### src/design/synth_ctrl_pkg.sv
// constants and register layout for the synthesizer control block
// assumes 100 MHz system clock and 16-bit registers in the low half of each 32-bit word
package synth_ctrl_pkg;
	// ------------------------------------------------------------
	// register indices, byte address is four times the index
	// ------------------------------------------------------------
	localparam int REG_LOOP = 0;
	localparam int REG_REF = 1;
	localparam int REG_IFACE = 2;
	localparam int REG_GPO = 3;
	localparam int REG_STATUS = 4;
	localparam int REG_CALPUMP = 5;
	// ------------------------------------------------------------
	// field positions
	// ------------------------------------------------------------
	localparam int PUMP1_LSB = 0;
	localparam int PUMP2_LSB = 6;
	localparam int AUTOBW_BIT = 12;
	localparam int REFKEEP_BIT = 0;
	localparam int WAIT_LSB = 1;
	localparam int GAIN_LSB = 9;
	localparam int FOURLINE_BIT = 0;
	localparam int SWCTRL_BIT = 1;
	localparam int ADDREN_BIT = 2;
	localparam int SWEN_BIT = 3;
	localparam int SWBANK_BIT = 4;
	localparam int SWRST_BIT = 5;
	localparam int RELOCK_BIT = 6;
	localparam int PINGPO_BIT = 7;
	localparam int GPO1_LSB = 0;
	localparam int GPO2_LSB = 6;
	// ------------------------------------------------------------
	// reset values and widths
	// ------------------------------------------------------------
	localparam logic [5:0] PUMP_RESET = 6'h1F;
	localparam logic [7:0] WAIT_RESET = 8'h10;
	localparam logic [6:0] BAND_START = 7'h40;
	localparam logic [6:0] BAND_FAIL_LO = 7'h00;
	localparam logic [6:0] BAND_FAIL_HI = 7'h7F;
	// ------------------------------------------------------------
	// serial frame: read flag, 2 address bits, 5 index bits, 16 data bits
	// ------------------------------------------------------------
	localparam int HDR_BITS = 8;
	localparam int FRAME_BITS = 24;
	// ------------------------------------------------------------
	// timing
	// ------------------------------------------------------------
	localparam int CLK_PERIOD_NS = 10;
	localparam int WARM_UNIT_NS = 1280;
	localparam int WARM_UNIT_CYCLES = WARM_UNIT_NS / CLK_PERIOD_NS;
	localparam int SETTLE_NS = 200;
	localparam int SETTLE_CYCLES = (SETTLE_NS + CLK_PERIOD_NS - 1) / CLK_PERIOD_NS;
	// ------------------------------------------------------------
	// register contents
	// ------------------------------------------------------------
	typedef struct packed {
		logic [5:0] pump1;
		logic [5:0] pump2;
		logic autoBw;
		logic refKeep;
		logic [7:0] startWait;
		logic [1:0] mixGain;
		logic fourLine;
		logic swCtrl;
		logic addrEn;
		logic swEnable;
		logic swBank;
		logic swReset;
		logic relock;
		logic pinGpo;
		logic [5:0] gpo1;
		logic [5:0] gpo2;
	} regs_t;
	localparam regs_t REGS_RESET = '{pump1: PUMP_RESET, pump2: PUMP_RESET,
		startWait: WAIT_RESET, default: '0};
endpackage : synth_ctrl_pkg

### src/design/pin_sync.sv
// two-flop synchroniser for a group of pin levels
// assumes each bit is a slowly changing level or a clock well below clk_sys
`timescale 1ns/1ps
module pin_sync #(
	parameter int W = 1,
	parameter logic [W-1:0] INIT = '0
) (
	// clock and reset
	input wire logic clk_sys,
	input wire logic rst,
	// levels
	input wire logic [W-1:0] async,
	output logic [W-1:0] synced
);
	typedef struct packed {
		logic [W-1:0] stage1;
		logic [W-1:0] stage2;
	} sync_t;
	sync_t q_reg, q_next;
	// first stage feeds only the second
	always_comb begin
		q_next.stage1 = async;
		q_next.stage2 = q_reg.stage1;
	end
	always_ff @(posedge clk_sys) begin
		q_reg <= rst ? {INIT, INIT} : q_next;
	end
	assign synced = q_reg.stage2;
endmodule : pin_sync

### src/design/serial_link_slave.sv
// serial programming port: frame shifter, address filter, read data driver
// assumes sclk, selN and sdi already synchronised to clk_sys
`timescale 1ns/1ps
module serial_link_slave
	import synth_ctrl_pkg::*;
(
	// clock and reset
	input wire logic clk_sys,
	input wire logic rst,
	// link levels
	input wire logic sclk,
	input wire logic selN,
	input wire logic sdi,
	// configuration
	input wire logic addrFilter,
	input wire logic [1:0] myAddr,
	input wire logic [15:0] readWord,
	// register side
	output logic [4:0] regIdx,
	output logic [15:0] wrData,
	output logic wrPulse,
	output logic sdo,
	output logic sdoActive
);
	typedef struct packed {
		logic prevSclk;
		logic [4:0] count;
		logic [7:0] hdr;
		logic [15:0] data;
		logic [15:0] outSh;
		logic sdo;
		logic active;
		logic wrPulse;
	} link_t;
	link_t q_reg, q_next;
	logic rise, fall, isRead, selected;
	assign rise = sclk & ~q_reg.prevSclk;
	assign fall = ~sclk & q_reg.prevSclk;
	assign isRead = q_reg.hdr[7];
	assign selected = ~addrFilter | (q_reg.hdr[6:5] == myAddr);
	// frame shifter and read driver
	always_comb begin
		q_next = q_reg;
		q_next.wrPulse = 1'b0;
		q_next.prevSclk = sclk;
		if (selN) begin
			q_next.count = '0;
			q_next.active = 1'b0;
		end else if (rise && q_reg.count != 5'(FRAME_BITS)) begin
			if (q_reg.count < 5'(HDR_BITS)) begin
				q_next.hdr = {q_reg.hdr[6:0], sdi};
			end else begin
				q_next.data = {q_reg.data[14:0], sdi};
			end
			q_next.count = q_reg.count + 5'h01;
			if (q_reg.count == 5'(FRAME_BITS - 1) && !isRead && selected) begin
				q_next.wrPulse = 1'b1;
			end
		end else if (fall && q_reg.count >= 5'(HDR_BITS) && isRead && selected) begin
			if (!q_reg.active) begin
				q_next.active = 1'b1;
				q_next.sdo = readWord[15];
				q_next.outSh = {readWord[14:0], 1'b0};
			end else begin
				q_next.sdo = q_reg.outSh[15];
				q_next.outSh = {q_reg.outSh[14:0], 1'b0};
			end
		end
	end
	always_ff @(posedge clk_sys) begin
		q_reg <= rst ? '0 : q_next;
	end
	assign regIdx = q_reg.hdr[4:0];
	assign wrData = q_reg.data;
	assign wrPulse = q_reg.wrPulse;
	assign sdo = q_reg.sdo;
	assign sdoActive = q_reg.active & ~selN;
endmodule : serial_link_slave

### src/design/synth_modulator_control.sv
// digital control of a synthesizer and IQ modulator: registers, pins, band calibration
// assumes pins and analog comparators are asynchronous; AXI4-Lite on clk_sys
`timescale 1ns/1ps
module synth_modulator_control
	import synth_ctrl_pkg::*;
#(
	parameter int ADDR_W = 8,
	parameter int WARMUP_UNIT_CYCLES = WARM_UNIT_CYCLES
) (
	// clock and power-on reset
	input wire logic clk_sys,
	input wire logic rst,
	// AXI4-Lite write
	input wire logic [ADDR_W-1:0] s_axi_awaddr,
	input wire logic s_axi_awvalid,
	output logic s_axi_awready,
	input wire logic [31:0] s_axi_wdata,
	input wire logic [3:0] s_axi_wstrb,
	input wire logic s_axi_wvalid,
	output logic s_axi_wready,
	output logic [1:0] s_axi_bresp,
	output logic s_axi_bvalid,
	input wire logic s_axi_bready,
	// AXI4-Lite read
	input wire logic [ADDR_W-1:0] s_axi_araddr,
	input wire logic s_axi_arvalid,
	output logic s_axi_arready,
	output logic [31:0] s_axi_rdata,
	output logic [1:0] s_axi_rresp,
	output logic s_axi_rvalid,
	input wire logic s_axi_rready,
	// serial link pins
	input wire logic serialClk,
	input wire logic serialSelectN,
	input wire logic serialDataPinIn,
	output logic serialDataPinOut,
	output logic serialDataPinOe,
	output logic lockOrReadDataPin,
	// control pins, bit 0 enable, bit 1 bank select
	input wire logic enablePin,
	input wire logic bankSelectPin,
	input wire logic resetPinN,
	input wire logic addressPinA,
	input wire logic addressPinB,
	output logic [1:0] ctrlPinsOut,
	output logic [1:0] ctrlPinsOe,
	// analog side
	input wire logic vcoFast,
	input wire logic tuneInWindow,
	input wire logic [5:0] vcoGainCode,
	output logic analogOn,
	output logic referenceOn,
	output logic [6:0] vcoBand,
	output logic [5:0] pumpCurrent,
	output logic [1:0] mixerGain,
	output logic [5:0] generalOutputs
);
	typedef enum logic [1:0] {CAL_IDLE, CAL_WARM, CAL_SETTLE} cal_t;
	typedef struct packed {
		regs_t regs;
		logic awHeld;
		logic wHeld;
		logic [ADDR_W-1:0] awAddr;
		logic [15:0] wData;
		logic [1:0] wStrb;
		logic bValid;
		logic [1:0] bResp;
		logic rValid;
		logic [1:0] rResp;
		logic [15:0] rData;
		cal_t calState;
		logic [6:0] band;
		logic [6:0] trial;
		logic [7:0] settleCnt;
		logic failed;
		logic [5:0] calPump;
		logic [23:0] warmCnt;
		logic refReady;
		logic enPrev;
		logic lockFlag;
		logic ldPin;
		logic [5:0] pumpOut;
		logic [5:0] gpoOut;
	} state_t;
	// pump output starts at the field's reset value, not zero
	localparam state_t ST_RESET = '{regs: REGS_RESET, band: BAND_START, calState: CAL_IDLE,
		pumpOut: PUMP_RESET, default: '0};
	localparam logic [1:0] RESP_OKAY = 2'h0;
	localparam logic [1:0] RESP_SLVERR = 2'h2;
	localparam logic [23:0] WARM_UNIT24 = 24'(WARMUP_UNIT_CYCLES);
	localparam logic [7:0] SETTLE_LAST = 8'(SETTLE_CYCLES - 1);

	state_t q_reg, q_next;
	logic enSync, bankSync, resetNSync, fastSync, windowSync;
	logic [1:0] addrSync;
	logic [5:0] gainSync;
	logic sclkSync, selNSync, sdiSync;
	logic [4:0] linkIdx;
	logic [15:0] linkData, linkRead;
	logic linkWr, linkSdo, linkActive;

	// ------------------------------------------------------------
	// register helpers
	// ------------------------------------------------------------
	function automatic regs_t regWrite(regs_t r, logic [4:0] idx, logic [15:0] d,
		logic [15:0] m);
		logic [15:0] v;
		v = (regRead(r, idx, '0, 1'b0, '0, 1'b0, 1'b0, 1'b0) & ~m) | (d & m);
		unique case (idx)
			5'(REG_LOOP): begin
				r.pump1 = v[PUMP1_LSB +: 6];
				r.pump2 = v[PUMP2_LSB +: 6];
				r.autoBw = v[AUTOBW_BIT];
			end
			5'(REG_REF): begin
				r.refKeep = v[REFKEEP_BIT];
				r.startWait = v[WAIT_LSB +: 8];
				r.mixGain = v[GAIN_LSB +: 2];
			end
			5'(REG_IFACE): begin
				r.fourLine = v[FOURLINE_BIT];
				r.swCtrl = v[SWCTRL_BIT];
				r.addrEn = v[ADDREN_BIT];
				r.swEnable = v[SWEN_BIT];
				r.swBank = v[SWBANK_BIT];
				r.swReset = v[SWRST_BIT];
				r.relock = v[RELOCK_BIT];
				r.pinGpo = v[PINGPO_BIT];
			end
			5'(REG_GPO): begin
				r.gpo1 = v[GPO1_LSB +: 6];
				r.gpo2 = v[GPO2_LSB +: 6];
			end
			default: begin
			end
		endcase
		return r;
	endfunction : regWrite

	function automatic logic [15:0] regRead(regs_t r, logic [4:0] idx, logic [6:0] band,
		logic failed, logic [5:0] calPump, logic lock, logic refReady, logic busy);
		logic [15:0] v;
		v = '0;
		unique case (idx)
			5'(REG_LOOP): begin
				v[PUMP1_LSB +: 6] = r.pump1;
				v[PUMP2_LSB +: 6] = r.pump2;
				v[AUTOBW_BIT] = r.autoBw;
			end
			5'(REG_REF): begin
				v[REFKEEP_BIT] = r.refKeep;
				v[WAIT_LSB +: 8] = r.startWait;
				v[GAIN_LSB +: 2] = r.mixGain;
			end
			5'(REG_IFACE): begin
				v[FOURLINE_BIT] = r.fourLine;
				v[SWCTRL_BIT] = r.swCtrl;
				v[ADDREN_BIT] = r.addrEn;
				v[SWEN_BIT] = r.swEnable;
				v[SWBANK_BIT] = r.swBank;
				v[SWRST_BIT] = r.swReset;
				v[RELOCK_BIT] = r.relock;
				v[PINGPO_BIT] = r.pinGpo;
			end
			5'(REG_GPO): begin
				v[GPO1_LSB +: 6] = r.gpo1;
				v[GPO2_LSB +: 6] = r.gpo2;
			end
			5'(REG_STATUS): begin
				v = {5'h00, busy, refReady, lock, failed, band};
			end
			5'(REG_CALPUMP): begin
				v = {10'h000, calPump};
			end
			default: begin
			end
		endcase
		return v;
	endfunction : regRead

	// ------------------------------------------------------------
	// pin synchronisers
	// ------------------------------------------------------------
	// reset pin and select start at their idle high level
	pin_sync #(.W(16), .INIT(16'h2002)) u_pins (
		.clk_sys(clk_sys),
		.rst(rst),
		.async({enablePin, bankSelectPin, resetPinN, addressPinB, addressPinA, vcoFast,
			tuneInWindow, vcoGainCode, serialClk, serialSelectN, serialDataPinIn}),
		.synced({enSync, bankSync, resetNSync, addrSync, fastSync, windowSync, gainSync,
			sclkSync, selNSync, sdiSync})
	);

	serial_link_slave u_link (
		.clk_sys(clk_sys),
		.rst(rst),
		.sclk(sclkSync),
		.selN(selNSync),
		.sdi(sdiSync),
		.addrFilter(q_reg.regs.addrEn),
		.myAddr(addrSync),
		.readWord(linkRead),
		.regIdx(linkIdx),
		.wrData(linkData),
		.wrPulse(linkWr),
		.sdo(linkSdo),
		.sdoActive(linkActive)
	);

	// ------------------------------------------------------------
	// effective controls
	// ------------------------------------------------------------
	logic effEn, effBank, softReset, calStart, busy;
	logic [ADDR_W-3:0] awIdx, arIdx;
	assign effEn = q_reg.regs.swCtrl ? q_reg.regs.swEnable : enSync;
	assign effBank = q_reg.regs.swCtrl ? q_reg.regs.swBank : bankSync;
	assign softReset = q_reg.regs.swCtrl ? q_reg.regs.swReset : ~resetNSync;
	// enable rise or re-lock starts calibration
	assign calStart = effEn & (~q_reg.enPrev | q_reg.regs.relock);
	assign busy = q_reg.calState != CAL_IDLE;
	assign awIdx = q_reg.awAddr[ADDR_W-1:2];
	assign arIdx = s_axi_araddr[ADDR_W-1:2];
	assign linkRead = regRead(q_reg.regs, linkIdx, q_reg.band, q_reg.failed, q_reg.calPump,
		q_reg.lockFlag, q_reg.refReady, busy);

	// ------------------------------------------------------------
	// next state
	// ------------------------------------------------------------
	always_comb begin
		q_next = q_reg;
		q_next.enPrev = effEn;
		q_next.regs.relock = 1'b0;
		// bus write channels
		if (s_axi_awvalid && s_axi_awready) begin
			q_next.awHeld = 1'b1;
			q_next.awAddr = s_axi_awaddr;
		end
		if (s_axi_wvalid && s_axi_wready) begin
			q_next.wHeld = 1'b1;
			q_next.wData = s_axi_wdata[15:0];
			q_next.wStrb = s_axi_wstrb[1:0];
		end
		if (q_reg.bValid && s_axi_bready) begin
			q_next.bValid = 1'b0;
		end
		if (q_reg.awHeld && q_reg.wHeld && !q_reg.bValid) begin
			q_next.awHeld = 1'b0;
			q_next.wHeld = 1'b0;
			q_next.bValid = 1'b1;
			q_next.bResp = (awIdx > (ADDR_W-2)'(REG_CALPUMP)) ? RESP_SLVERR : RESP_OKAY;
			if (awIdx <= (ADDR_W-2)'(REG_GPO)) begin
				q_next.regs = regWrite(q_next.regs, 5'(awIdx), q_reg.wData,
					{{8{q_reg.wStrb[1]}}, {8{q_reg.wStrb[0]}}});
			end
		end
		// serial write, filtered in the link
		if (linkWr) begin
			q_next.regs = regWrite(q_next.regs, linkIdx, linkData, 16'hFFFF);
		end
		// bus read channel
		if (q_reg.rValid && s_axi_rready) begin
			q_next.rValid = 1'b0;
		end
		if (s_axi_arvalid && !q_reg.rValid) begin
			q_next.rValid = 1'b1;
			q_next.rResp = (arIdx > (ADDR_W-2)'(REG_CALPUMP)) ? RESP_SLVERR : RESP_OKAY;
			q_next.rData = regRead(q_reg.regs, 5'(arIdx), q_reg.band, q_reg.failed,
				q_reg.calPump, q_reg.lockFlag, q_reg.refReady, busy);
		end
		if (!(effEn || q_reg.regs.refKeep)) begin
			q_next.warmCnt = '0;
			q_next.refReady = 1'b0;
		end else if (!q_reg.refReady) begin
			if (q_reg.warmCnt >= 24'(q_reg.regs.startWait) * WARM_UNIT24) begin
				q_next.refReady = 1'b1;
			end else begin
				q_next.warmCnt = q_reg.warmCnt + 24'h000001;
			end
		end
		// band search, one bit per settle period
		unique case (q_reg.calState)
			CAL_IDLE: begin
			end
			CAL_WARM: begin
				q_next.settleCnt = '0;
				if (q_reg.refReady) begin
					q_next.calState = CAL_SETTLE;
				end
			end
			CAL_SETTLE: begin
				q_next.settleCnt = q_reg.settleCnt + 8'h01;
				if (q_reg.settleCnt == SETTLE_LAST) begin
					q_next.settleCnt = '0;
					q_next.band = fastSync ? q_reg.band : (q_reg.band & ~q_reg.trial);
					q_next.trial = q_reg.trial >> 1;
					q_next.band = q_next.band | q_next.trial;
					if (q_reg.trial[0]) begin
						q_next.calState = CAL_IDLE;
						q_next.failed = (q_next.band == BAND_FAIL_LO) ||
							(q_next.band == BAND_FAIL_HI);
						q_next.calPump = ~gainSync;
					end
				end
			end
		endcase
		if (!effEn) begin
			q_next.calState = CAL_IDLE;
		end else if (calStart) begin
			q_next.calState = CAL_WARM;
			q_next.band = BAND_START;
			q_next.trial = BAND_START;
			q_next.failed = 1'b0;
		end
		q_next.lockFlag = windowSync & effEn & (q_reg.calState == CAL_IDLE);
		// lock pin carries read data in four-line mode
		q_next.ldPin = (q_reg.regs.fourLine && linkActive) ? linkSdo : q_reg.lockFlag;
		q_next.pumpOut = q_reg.regs.autoBw ? q_reg.calPump :
			(effBank ? q_reg.regs.pump2 : q_reg.regs.pump1);
		q_next.gpoOut = effBank ? q_reg.regs.gpo2 : q_reg.regs.gpo1;
		// reset pin or bit restores startup state
		if (softReset) begin
			q_next.regs = REGS_RESET;
			q_next.calState = CAL_IDLE;
			q_next.band = BAND_START;
			q_next.failed = 1'b0;
			q_next.calPump = '0;
			q_next.warmCnt = '0;
			q_next.refReady = 1'b0;
			q_next.lockFlag = 1'b0;
		end
	end

	always_ff @(posedge clk_sys) begin
		q_reg <= rst ? ST_RESET : q_next;
	end

	// ------------------------------------------------------------
	// outputs
	// ------------------------------------------------------------
	assign s_axi_awready = ~q_reg.awHeld & ~q_reg.bValid;
	assign s_axi_wready = ~q_reg.wHeld & ~q_reg.bValid;
	assign s_axi_bvalid = q_reg.bValid;
	assign s_axi_bresp = q_reg.bResp;
	assign s_axi_arready = ~q_reg.rValid;
	assign s_axi_rvalid = q_reg.rValid;
	assign s_axi_rresp = q_reg.rResp;
	assign s_axi_rdata = {16'h0000, q_reg.rData};
	// three-line mode reads back on the data pin
	assign serialDataPinOut = linkSdo;
	assign serialDataPinOe = linkActive & ~q_reg.regs.fourLine;
	assign lockOrReadDataPin = q_reg.ldPin;
	assign ctrlPinsOut = q_reg.gpoOut[1:0];
	assign ctrlPinsOe = {2{q_reg.regs.swCtrl & q_reg.regs.pinGpo}};
	assign analogOn = q_reg.enPrev;
	assign referenceOn = q_reg.enPrev | q_reg.regs.refKeep;
	assign vcoBand = q_reg.band;
	assign pumpCurrent = q_reg.pumpOut;
	assign mixerGain = q_reg.regs.mixGain;
	assign generalOutputs = q_reg.gpoOut;
endmodule : synth_modulator_control

### config.mk
export PLATFORM = sky130hd
export DESIGN_NAME = synth_modulator_control
export DESIGN_NICKNAME = d
export VERILOG_FILES = /design/src/design/synth_ctrl_pkg.sv /design/src/design/pin_sync.sv /design/src/design/serial_link_slave.sv /design/src/design/synth_modulator_control.sv
export SDC_FILE = /design/constraint.sdc
export NUM_CORES = 1
export LEC_CHECK = 0
export BUFFER_PORTS_ARGS = -buffer_cell sky130_fd_sc_hd__buf_2
export CAP_MARGIN = 10
export CORE_AREA = 5 5 144 249
export DETAILED_ROUTE_END_ITERATION = 16
export DIE_AREA = 0 0 149 254
export PLACE_DENSITY = 0.48
export SLEW_MARGIN = 25
export SYNTH_ARGS = -nofsm -noshare
export SYNTH_HDL_FRONTEND = slang
export SYNTH_SLANG_ARGS = --single-unit
### constraint.sdc
create_clock -name clk_sys -period 3.2 [get_ports clk_sys]
set_clock_uncertainty 0.15 [all_clocks]
set_input_delay 0.32 -clock clk_sys [delete_from_list [all_inputs] [get_ports clk_sys]]
set_output_delay 0.32 -clock clk_sys [all_outputs]
set_load 0.02 [all_outputs]
==> flow_metrics.py, run 1 <==
metrics = {
    "status": {
        "status": "completed",
    },
    "timing": {
        "post-route-min-period_ns": 2.88,
        "hold_viol": 0,
        "finalSetupViolations": 0,
        "report.final.slew_viol_count": 0,
        "tightest_slew_ns": 0.895,
        "rsz0062_at_grt": "false",
        "fmax_ghz": 0.347,
        "finalSetupTns_ns": 0,
        "fin_crit_sh_pct": 89.9,
        "relSlewSlack_pct": 39.8,
    },
    "setup_path": {
        "path_max_fanout": 28,
        "cp-start-kind": "flip-flop",
        "r2r_slack_ns": 0.32,
        "setup.worst_path.end_class": "flip-flop",
        "critPathKind": "flip-flop to flip-flop",
        "crit_required_ns": 3.50,
        "r2r_cells": 7,
        "cp_data_arrival_time_ns": 3.18,
    },
    "layout": {
        "largest_reg_flops": 109,
        "nFillCells": 3471,
        "drive_gt1_share_pct": 15.4,
        "mostFrequentLayoutCells": "dfxtp_1 (232), nand2_1 (167), nor2_1 (114)",
        "mostFrequentLayoutCell": "dfxtp_1",
        "final_net_count": 1459,
        "area_delta_synth_final_pct": 17.4,
        "antennaDiodeCount": 0,
    },
    "drt": {
        "routedWlPerCell_um": 19.1,
        "vias": 9556,
        "antenna_left": 0,
        "wirelength_um": 35200,
        "drt_iter0_markers": 613,
        "dr.pass1.iters": 6,
        "drcViolationCount": 0,
        "viasPerCell": 5.19,
    },
    "logic_synthesis": {
        "synth_ff_type": "dfxtp_1",
        "synth_warnings": 0,
        "ys_seq_area_share_pct": 42.5,
        "synth_area_per_cell_um2": 8.49,
        "netlist_area_um2": 10900,
        "syn_inst": 1286,
        "synth_edf_count": 0,
        "async_flop_share_pct": 0,
        "synth_cell_type_count": 72,
        "ys_ff_latch": 232,
    },
    "job": {
        "drv_cap": 0,
    },
    "power_and_ir_drop": {
        "p_per_area_nw_per_um2": 506,
        "p_clk_share_pct": 46.2,
        "seq_power_share_pct": 46.2,
        "ir_drop_mv": 0.318,
        "p_sw_mw": 1.54,
        "p_int_mw": 4.95,
        "swShare_pct": 23.7,
        "p_total_mw": 6.49,
        "p_leak_nw": 4.78,
        "comb_power_share_pct": 7.6,
    },
    "clocking": {
        "clk_path_buf_depth": 3,
        "clk_latency_ns": 0.55,
        "clkTransAtPathRegs_ns": 0.06,
        "clock-sinks": 232,
        "cts_buffers": 24,
        "root_buffer": "clkbuf_16",
        "tritoncts": "done",
        "cts_resized": 0,
        "htree_levels": 1,
    },
    "die": {
        "die_x_um": 149,
        "io_pins": 146,
        "initial_core_util_pct": 32.5,
        "die_y_um": 254,
        "num_rows": 89,
        "core-area_um2": 33600,
        "dieArea_um2": 37800,
    },
    "global_route": {
        "grt_pass1_wl_um": 53700,
        "grt_max_degree": 50,
        "grtUsageTotal_pct": 18.1,
        "antenna_found_initial": 0,
        "grt_pass1_vias": 9285,
        "overflow": 0,
    },
    "min_path": {
        "holdCritPathClass": "input pin to flip-flop",
        "holdPathStages": 4,
    },
    "placed_design": {
        "numPortBuffers": 99,
        "place_congestion": 0.918,
        "dp_hpwl_um": 25800,
    },
}
through the flow:
stage,hold WS (ns),setup slack [ns],cells,cell area (um2),util [%]
2_1_floorplan,0.239,0.873,1306,11000,-
6_report,0.0511,0.322,1840,12800,38.1
3_3_place_gp,0.243,0.380,1756,11600,34.4
3_5_place_dp,0.248,0.356,1756,11600,34.4
4_1_cts,0.0239,0.339,1840,12800,38.1
5_1_grt,0.0589,0.187,1840,12800,38.1
cell families (layout without fill, tap and decap cells):
family,count (synthesis),in the layout,share of synthesized area (%)
compound gates,300,300,18.0
xor+xnor,13,13,1.04
fa+ha+maj,16,16,1.83
buf+inv,175,254,8.27
flops,232,232,42.5
mux,57,57,6.09
other cells,1,21,0.0343
simple gates,492,492,22.2
area by class of cell:
type / count / area [um2] / area share (%)
Inverter: 35 / 131 / 1.03
Multi-Input combinational cell: 899 / 5450 / 42.5
Clock buffer: 32 / 671 / 5.23
Sequential cell: 232 / 4640 / 36.2
Timing Repair Buffer: 176 / 1180 / 9.20
Tap cell: 455 / 569 / 4.44
Clock inverter: 11 / 175 / 1.37
worst max-delay path, stage by stage (launching register included):
cell and delay [ns]:
dfxtp_1 0.51, inv_1 0.12, ha_1 0.30, and4b_1 0.21
and2_0 0.13, a221o_1 0.61, or4b_1 0.61, a21oi_1 0.15
power by group through the flow:
stage	combinational (mW)	clock, mW	sequential, mW
after global placement	0.452	0	3.06
after global routing	0.537	3.21	3.00
after detailed placement	0.454	0	3.06
after floorplan	0.347	0	3.04
final	0.493	3.00	3.00
after CTS	0.495	3.09	2.99
cell usage after synthesis, drive strengths merged, types with 5 or more instances:
cell | instances | share of area [%]
or3 | 13 | 0.74
inv | 35 | 1.2
a221o | 6 | 0.55
o21ai | 42 | 1.9
a22o | 16 | 1.3
a21o | 10 | 0.69
a31oi | 28 | 1.6
nor2 | 117 | 4.1
and3 | 12 | 0.69
nand3 | 46 | 2.1
or4 | 6 | 0.41
a222oi | 8 | 0.73
a21oi | 100 | 4.6
and2 | 17 | 0.97
nor4 | 9 | 0.83
mux2 | 5 | 0.52
nand3b | 7 | 0.48
or2 | 10 | 0.57
nor2b | 35 | 2.0
o31ai | 7 | 0.48
a221oi | 12 | 0.96
nand2b | 16 | 0.92
dfxtp | 232 | 43
a2111oi | 5 | 0.40
clkbuf | 57 | 2.0
mux2i | 45 | 4.1
a211oi | 19 | 1.3
nand2 | 167 | 5.7
xnor2 | 9 | 0.72
mux4 | 7 | 1.4
ha | 16 | 1.8
nor3 | 17 | 0.97
a22oi | 22 | 1.5
buf | 83 | 5.1
worst paths after layout:
| path | from | endpoint |
|---|---|---|
| setup / recovery | q_reg[150]$_SDFF_PP0_ | q_reg[29]$_SDFFE_PP0P_ |
| hold reg to reg | u_pins.synced[6]$_SDFF_PP0_ | q_reg[43]$_SDFFE_PP0P_ |
| setup reg to reg | q_reg[150]$_SDFF_PP0_ | q_reg[29]$_SDFFE_PP0P_ |
| hold / removal | s_axi_arvalid | s_axi_rdata[12]$_SDFFE_PP0P_ |
per-layer routing:
metal | vias up | share of wire, % | track usage [%]
met5 | - | 0 | 0
met4 | 0 | 6.3 | 10.1
met3 | 92 | 5.0 | 2.27
met2 | 341 | 51 | 32.8
met1 | 4493 | 38 | 20.3
li1 | 4630 | - | -
timing repair:
| action | 4_1_cts | 5_1_grt |
|---|---|---|
| hold buffers | 41 | 0 |
| setup buffers | 0 | 0 |
| endpoints found under the hold margin | 40 | 0 |
(Power assumes the default switching activity.)
==> run 2, diff against run 1 <==
CORE_AREA = 5 5 151 261   (was 5 5 144 249)
DIE_AREA = 0 0 156 266   (was 0 0 149 254)
PLACE_DENSITY = 0.45   (was 0.48)
==> run 2 against run 1 <==
  * Utilization decreased by 3.5 points
  * Design area fell by 0.33%
  * Non-clock buffer count fell by 1
  * Power is 2.5% lower
  * Global-route usage decreased by 1.0 points
==> flow_metrics.py, run 2 (synthesized netlist as in run 1, its figures left out) <==
metrics = {
    "status": {
        "status": "completed",
    },
    "timing": {
        "report.final.slew_viol_count": 0,
        "tightest_slew_ns": 0.892,
        "finalSetupViolations": 0,
        "fin_crit_sh_pct": 88.6,
        "hold_viol": 0,
        "relSlewSlack_pct": 40.0,
        "fmax_ghz": 0.353,
        "post-route-min-period_ns": 2.84,
        "rsz0062_at_grt": "false",
        "finalSetupTns_ns": 0,
    },
    "global_route": {
        "antenna_found_initial": 0,
        "grt_pass1_vias": 9259,
        "overflow": 0,
        "grt_pass1_wl_um": 55400,
        "grtUsageTotal_pct": 17.1,
        "grt_max_degree": 48,
    },
    "clocking": {
        "cts_buffers": 25,
        "root_buffer": "clkbuf_16",
        "htree_levels": 1,
        "cts_resized": 0,
        "clock-sinks": 232,
        "clk_path_buf_depth": 3,
        "clk_latency_ns": 0.54,
        "tritoncts": "done",
        "postCtsSetupRepairBufs": 0,
        "clkTransAtPathRegs_ns": 0.07,
    },
    "layout": {
        "mostFrequentLayoutCell": "dfxtp_1",
        "antennaDiodeCount": 0,
        "mostFrequentLayoutCells": "dfxtp_1 (232), nand2_1 (167), nor2_1 (114)",
        "final_net_count": 1459,
        "largest_reg_flops": 109,
        "final_cells": 1857,
        "area_delta_synth_final_pct": 17.0,
        "drive_gt1_share_pct": 15.3,
        "final_util_pct": 34.6,
    },
    "placed_design": {
        "numPortBuffers": 99,
        "placedCellCount": 1775,
        "dp_hpwl_um": 27000,
        "place_congestion": 0.925,
    },
    "setup_path": {
        "critical_path.top_delay_family": "simple AND/OR/NAND/NOR gates",
        "cp-start-kind": "flip-flop",
        "cpPeakStageDelay_ns": 0.60,
        "crit_chain": "inv_1 -> ha_1 -> and4_1 -> and2_0 -> a221o_1 -> or4_1 -> a21oi_1",
        "path_max_fanout": 27,
        "cp_data_arrival_time_ns": 3.14,
        "critPathKind": "flip-flop to flip-flop",
        "r2r_slack_ns": 0.36,
        "slowest_stage": "a221o_1",
        "setup.worst_path.end_class": "flip-flop",
        "crit_required_ns": 3.50,
        "worstPathBufferInverterCount": 1,
    },
    "drt": {
        "antenna_left": 0,
        "viasPerCell": 5.15,
        "vias": 9557,
        "drcViolationCount": 0,
        "routedWlPerCell_um": 19.7,
        "wirelength_um": 36700,
        "dr.pass1.iters": 5,
        "drt_iter0_markers": 733,
    },
    "power_and_ir_drop": {
        "p_per_area_nw_per_um2": 495,
        "ir_drop_mv": 0.323,
        "p_leak_nw": 4.76,
    },
    "min_path": {
        "holdCritPathClass": "input pin to flip-flop",
    },
    "die": {
        "die_x_um": 156,
        "die_y_um": 266,
        "num_rows": 93,
        "core-area_um2": 36900,
        "initial_core_util_pct": 29.6,
        "dieArea_um2": 41500,
        "io_pins": 146,
    },
    "job": {
        "drv_cap": 0,
    },
}
==> run 2: final cells by class <==
| cell class | instances | area (um2) |
|---|---|---|
| repair buffers | 175 | 1170 |
| well taps | 475 | 594 |
| flip-flops and latches | 232 | 4640 |
| multi-input cells | 899 | 5450 |
| inverters | 35 | 131 |
| fillers | 3813 | 24100 |
| clock inverters | 8 | 70.1 |
| clock buffers | 33 | 716 |
==> run 2: worst register-to-register path: cells and delay by family, from the launching register on <==
family / cells / cell delay [ns]
AND/OR/NAND/NOR: 3 / 0.93
adder cells (fa/ha/maj): 1 / 0.31
buffers and inverters: 1 / 0.09
flip-flops: 1 / 0.54
AO/OA/AOI/OAI: 2 / 0.75
==> run 2: what timing repair did <==
item | in CTS | in global routing
endpoints found under the hold margin | 40 | 0
setup endpoints to repair | 0 | 0
hold buffers | 41 | 0
==> run 2: worst paths after layout <==
| check | from | endpoint | depth (start not counted) |
|---|---|---|---|
| worst min register to register | u_pins.synced[3]$_SDFF_PP0_ | q_reg[40]$_SDFFE_PP0P_ | 1 |
| worst max register to register | q_reg[147]$_SDFF_PP1_ | q_reg[28]$_SDFFE_PP0P_ | 7 |
| worst min-delay path | rst | u_link.regIdx[1]$_SDFFE_PP0P_ | 2 |
| worst max-delay path | q_reg[147]$_SDFF_PP1_ | q_reg[28]$_SDFFE_PP0P_ | 7 |
==> run 2: through the flow <==
stage / power, mW / hold slack, ns / worst slack [ns] / cell area [um2]
global placement: 3.52 / 0.249 / 0.368 / 11600
detailed placement: 3.52 / 0.253 / 0.380 / 11600
CTS: 6.44 / 0.0143 / 0.371 / 12800
floorplan: 3.38 / 0.239 / 0.873 / 11000
global route: 6.57 / 0.0401 / 0.238 / 12800
finish: 6.33 / 0.0352 / 0.365 / 12800
==> run 2: report_power, final <==
part	total (mW)	internal, mW	switching, mW
logic	0.494	0.201	0.292
registers	3.00	2.95	0.0547
clock network	2.83	1.64	1.20
total	6.33	4.78	1.54
==> run 2: metal layers <==
| metal | vias up | GRT usage [%] | share of wire [%] |
|---|---|---|---|
| met2 | 351 | 30.5 | 50 |
| met4 | 0 | 10.4 | 7.0 |
| li1 | 4622 | - | - |
| met1 | 4480 | 19.2 | 38 |
| met5 | - | 0 | 0 |
| met3 | 104 | 2.03 | 5.3 |
==> run 3, diff against run 2 <==
MAX_ROUTING_LAYER = met4   (was not set)
==> run 3 against run 2 <==
  * Power increased by 0.50%
  * Clock power increased by 1%
  * Count of clock-buffer cells in the layout unchanged
  * Register-to-register slack got worse by 0.02 ns
  * Final cell count unchanged
  * Via count decreased by 0.12%
  * First-iteration DRC count decreased by 12%
  * Wire length increased by 0.23%
  * Global-route usage increased by 0.62 points
  * Utilization about the same
  * Non-clock buffer count decreased by 2
  * Maximum frequency decreased by 0.71%
  * Critical path type unchanged
  * Critical endpoint is now q_reg[24]$_SDFFE_PP0P_
  * Largest cell class unchanged
  * Largest power group unchanged
==> flow_metrics.py, run 3 (synthesized netlist as in run 1, its figures left out) <==
metrics = {
    "global_route": {
        "overflow": 0,
        "grt_pass1_vias": 9175,
        "antenna_found_initial": 0,
        "grt_max_degree": 45,
        "grt_pass1_wl_um": 55500,
        "grtUsageTotal_pct": 17.7,
    },
    "setup_path": {
        "setup.worst_path.end_class": "flip-flop",
        "crit_required_ns": 3.51,
        "cp-start-kind": "flip-flop",
        "critPathKind": "flip-flop to flip-flop",
        "r2r_cells": 7,
        "path_max_fanout": 31,
        "cp_data_arrival_time_ns": 3.16,
    },
    "timing": {
        "tightest_slew_ns": 0.913,
        "post-route-min-period_ns": 2.86,
        "finalSetupViolations": 0,
        "hold_viol": 0,
        "fmax_ghz": 0.350,
        "whs_ns": 0.0260,
        "finalSetupTns_ns": 0,
        "fin_crit_sh_pct": 89.2,
        "relSlewSlack_pct": 39.1,
        "report.final.slew_viol_count": 0,
        "rsz0062_at_grt": "false",
    },
    "drt": {
        "drcViolationCount": 0,
        "dr.pass1.iters": 7,
        "antenna_left": 0,
        "drt_iter0_markers": 645,
        "met1_length_um": 14000,
        "vias": 9546,
        "routedWlPerCell_um": 19.8,
        "wl_met3_um": 2000,
        "wirelength_um": 36800,
        "wl_met2_um": 18700,
        "viasPerCell": 5.14,
        "highest-signal-layer": "met4",
    },
    "clocking": {
        "htree_levels": 1,
        "clk_latency_ns": 0.54,
        "root_buffer": "clkbuf_16",
        "cts_buffers": 24,
        "postCtsSetupRepairBufs": 0,
        "clkTransAtPathRegs_ns": 0.07,
        "tritoncts": "done",
        "clk_path_buf_depth": 3,
        "clock-sinks": 232,
    },
    "power_and_ir_drop": {
        "p_sw_mw": 1.55,
        "p_clk_share_pct": 45.1,
        "p_total_mw": 6.36,
        "comb_power_share_pct": 7.8,
        "swShare_pct": 24.4,
        "p_int_mw": 4.81,
        "seq_power_share_pct": 47.1,
        "ir_drop_mv": 0.266,
        "p_leak_nw": 4.75,
        "p_per_area_nw_per_um2": 498,
    },
    "min_path": {
        "holdPathStages": 2,
        "holdCritPathClass": "input pin to flip-flop",
    },
    "layout": {
        "largest_reg_flops": 109,
        "area_delta_synth_final_pct": 16.9,
        "final_net_count": 1456,
        "drive_gt1_share_pct": 15.1,
        "mostFrequentLayoutCell": "dfxtp_1",
        "antennaDiodeCount": 0,
        "mostFrequentLayoutCells": "dfxtp_1 (232), nand2_1 (167), nor2_1 (114)",
        "final_util_pct": 34.6,
    },
    "placed_design": {
        "numPortBuffers": 99,
        "dp_hpwl_um": 27200,
        "place_congestion": 0.948,
    },
    "die": {
        "num_rows": 93,
        "core-area_um2": 36900,
        "initial_core_util_pct": 29.6,
        "io_pins": 146,
        "die_x_um": 156,
        "die_y_um": 266,
        "dieArea_um2": 41500,
    },
    "status": {
        "status": "completed",
    },
    "job": {
        "drv_cap": 0,
    },
}
run 3: changes by cell type in the layout (fill, tap and decap cells not counted):
cell / change
clkbuf_1: +3
clkbuf_8: -3
buf_4: -2
bufinv_16: +1
inv_6: +1
run 3: final cells by class:
cell class | count | area [um2]
fillers | 3847 | 24100
flip-flops and latches | 232 | 4640
multi-input cells | 899 | 5450
clock buffers | 33 | 686
clock inverters | 10 | 109
repair buffers | 173 | 1160
inverters | 35 | 131
well taps | 475 | 594
run 3: worst max-delay path: stages, from the launching register on:
cell	delay, ns
dfxtp_1	0.52
inv_1	0.08
ha_1	0.27
and4_1	0.19
and2_0	0.14
a221o_1	0.65
or4_1	0.62
a21oi_1	0.15
run 3: what timing repair did:
action,in CTS,in global routing
setup endpoints to repair,0,0
hold buffers,41,0
endpoints found under the hold margin,40,0
gates resized for setup,0,0
run 3: path summary, 6_finish.rpt:
kind,start,end,slack (ns)
min,rst,u_pins.synced[10]$_SDFF_PP0_,0.03
min reg2reg,u_pins.synced[8]$_SDFF_PP0_,q_reg[45]$_SDFFE_PP0P_,0.25
max reg2reg,q_reg[144]$_SDFF_PP0_,q_reg[24]$_SDFFE_PP0P_,0.34
max,q_reg[144]$_SDFF_PP0_,q_reg[24]$_SDFFE_PP0P_,0.34
run 3: per-stage QoR:
step / instances / cell area (um2) / setup slack (ns)
floorplan: 1306 / 11000 / 0.873
global placement: 1773 / 11600 / 0.358
detailed placement: 1773 / 11600 / 0.348
CTS: 1857 / 12800 / 0.339
global route: 1857 / 12800 / 0.199
finish: 1857 / 12800 / 0.345
run 3: power groups by stage:
| stage | combinational, mW | sequential [mW] | clock [mW] |
|---|---|---|---|
| 2_1_floorplan | 0.347 | 3.04 | 0 |
| 3_3_place_gp | 0.457 | 3.06 | 0 |
| 3_5_place_dp | 0.458 | 3.06 | 0 |
| 4_1_cts | 0.498 | 3.00 | 2.97 |
| 5_1_grt | 0.537 | 3.00 | 3.08 |
| 6_report | 0.494 | 3.00 | 2.87 |
run 3: metal layers:
metal / track usage (%) / up-vias
li1: - / 4624
met5: - / -
met1: 19.5 / 4459
met2: 31.2 / 373
met4: 8.88 / 0
met3: 2.16 / 90
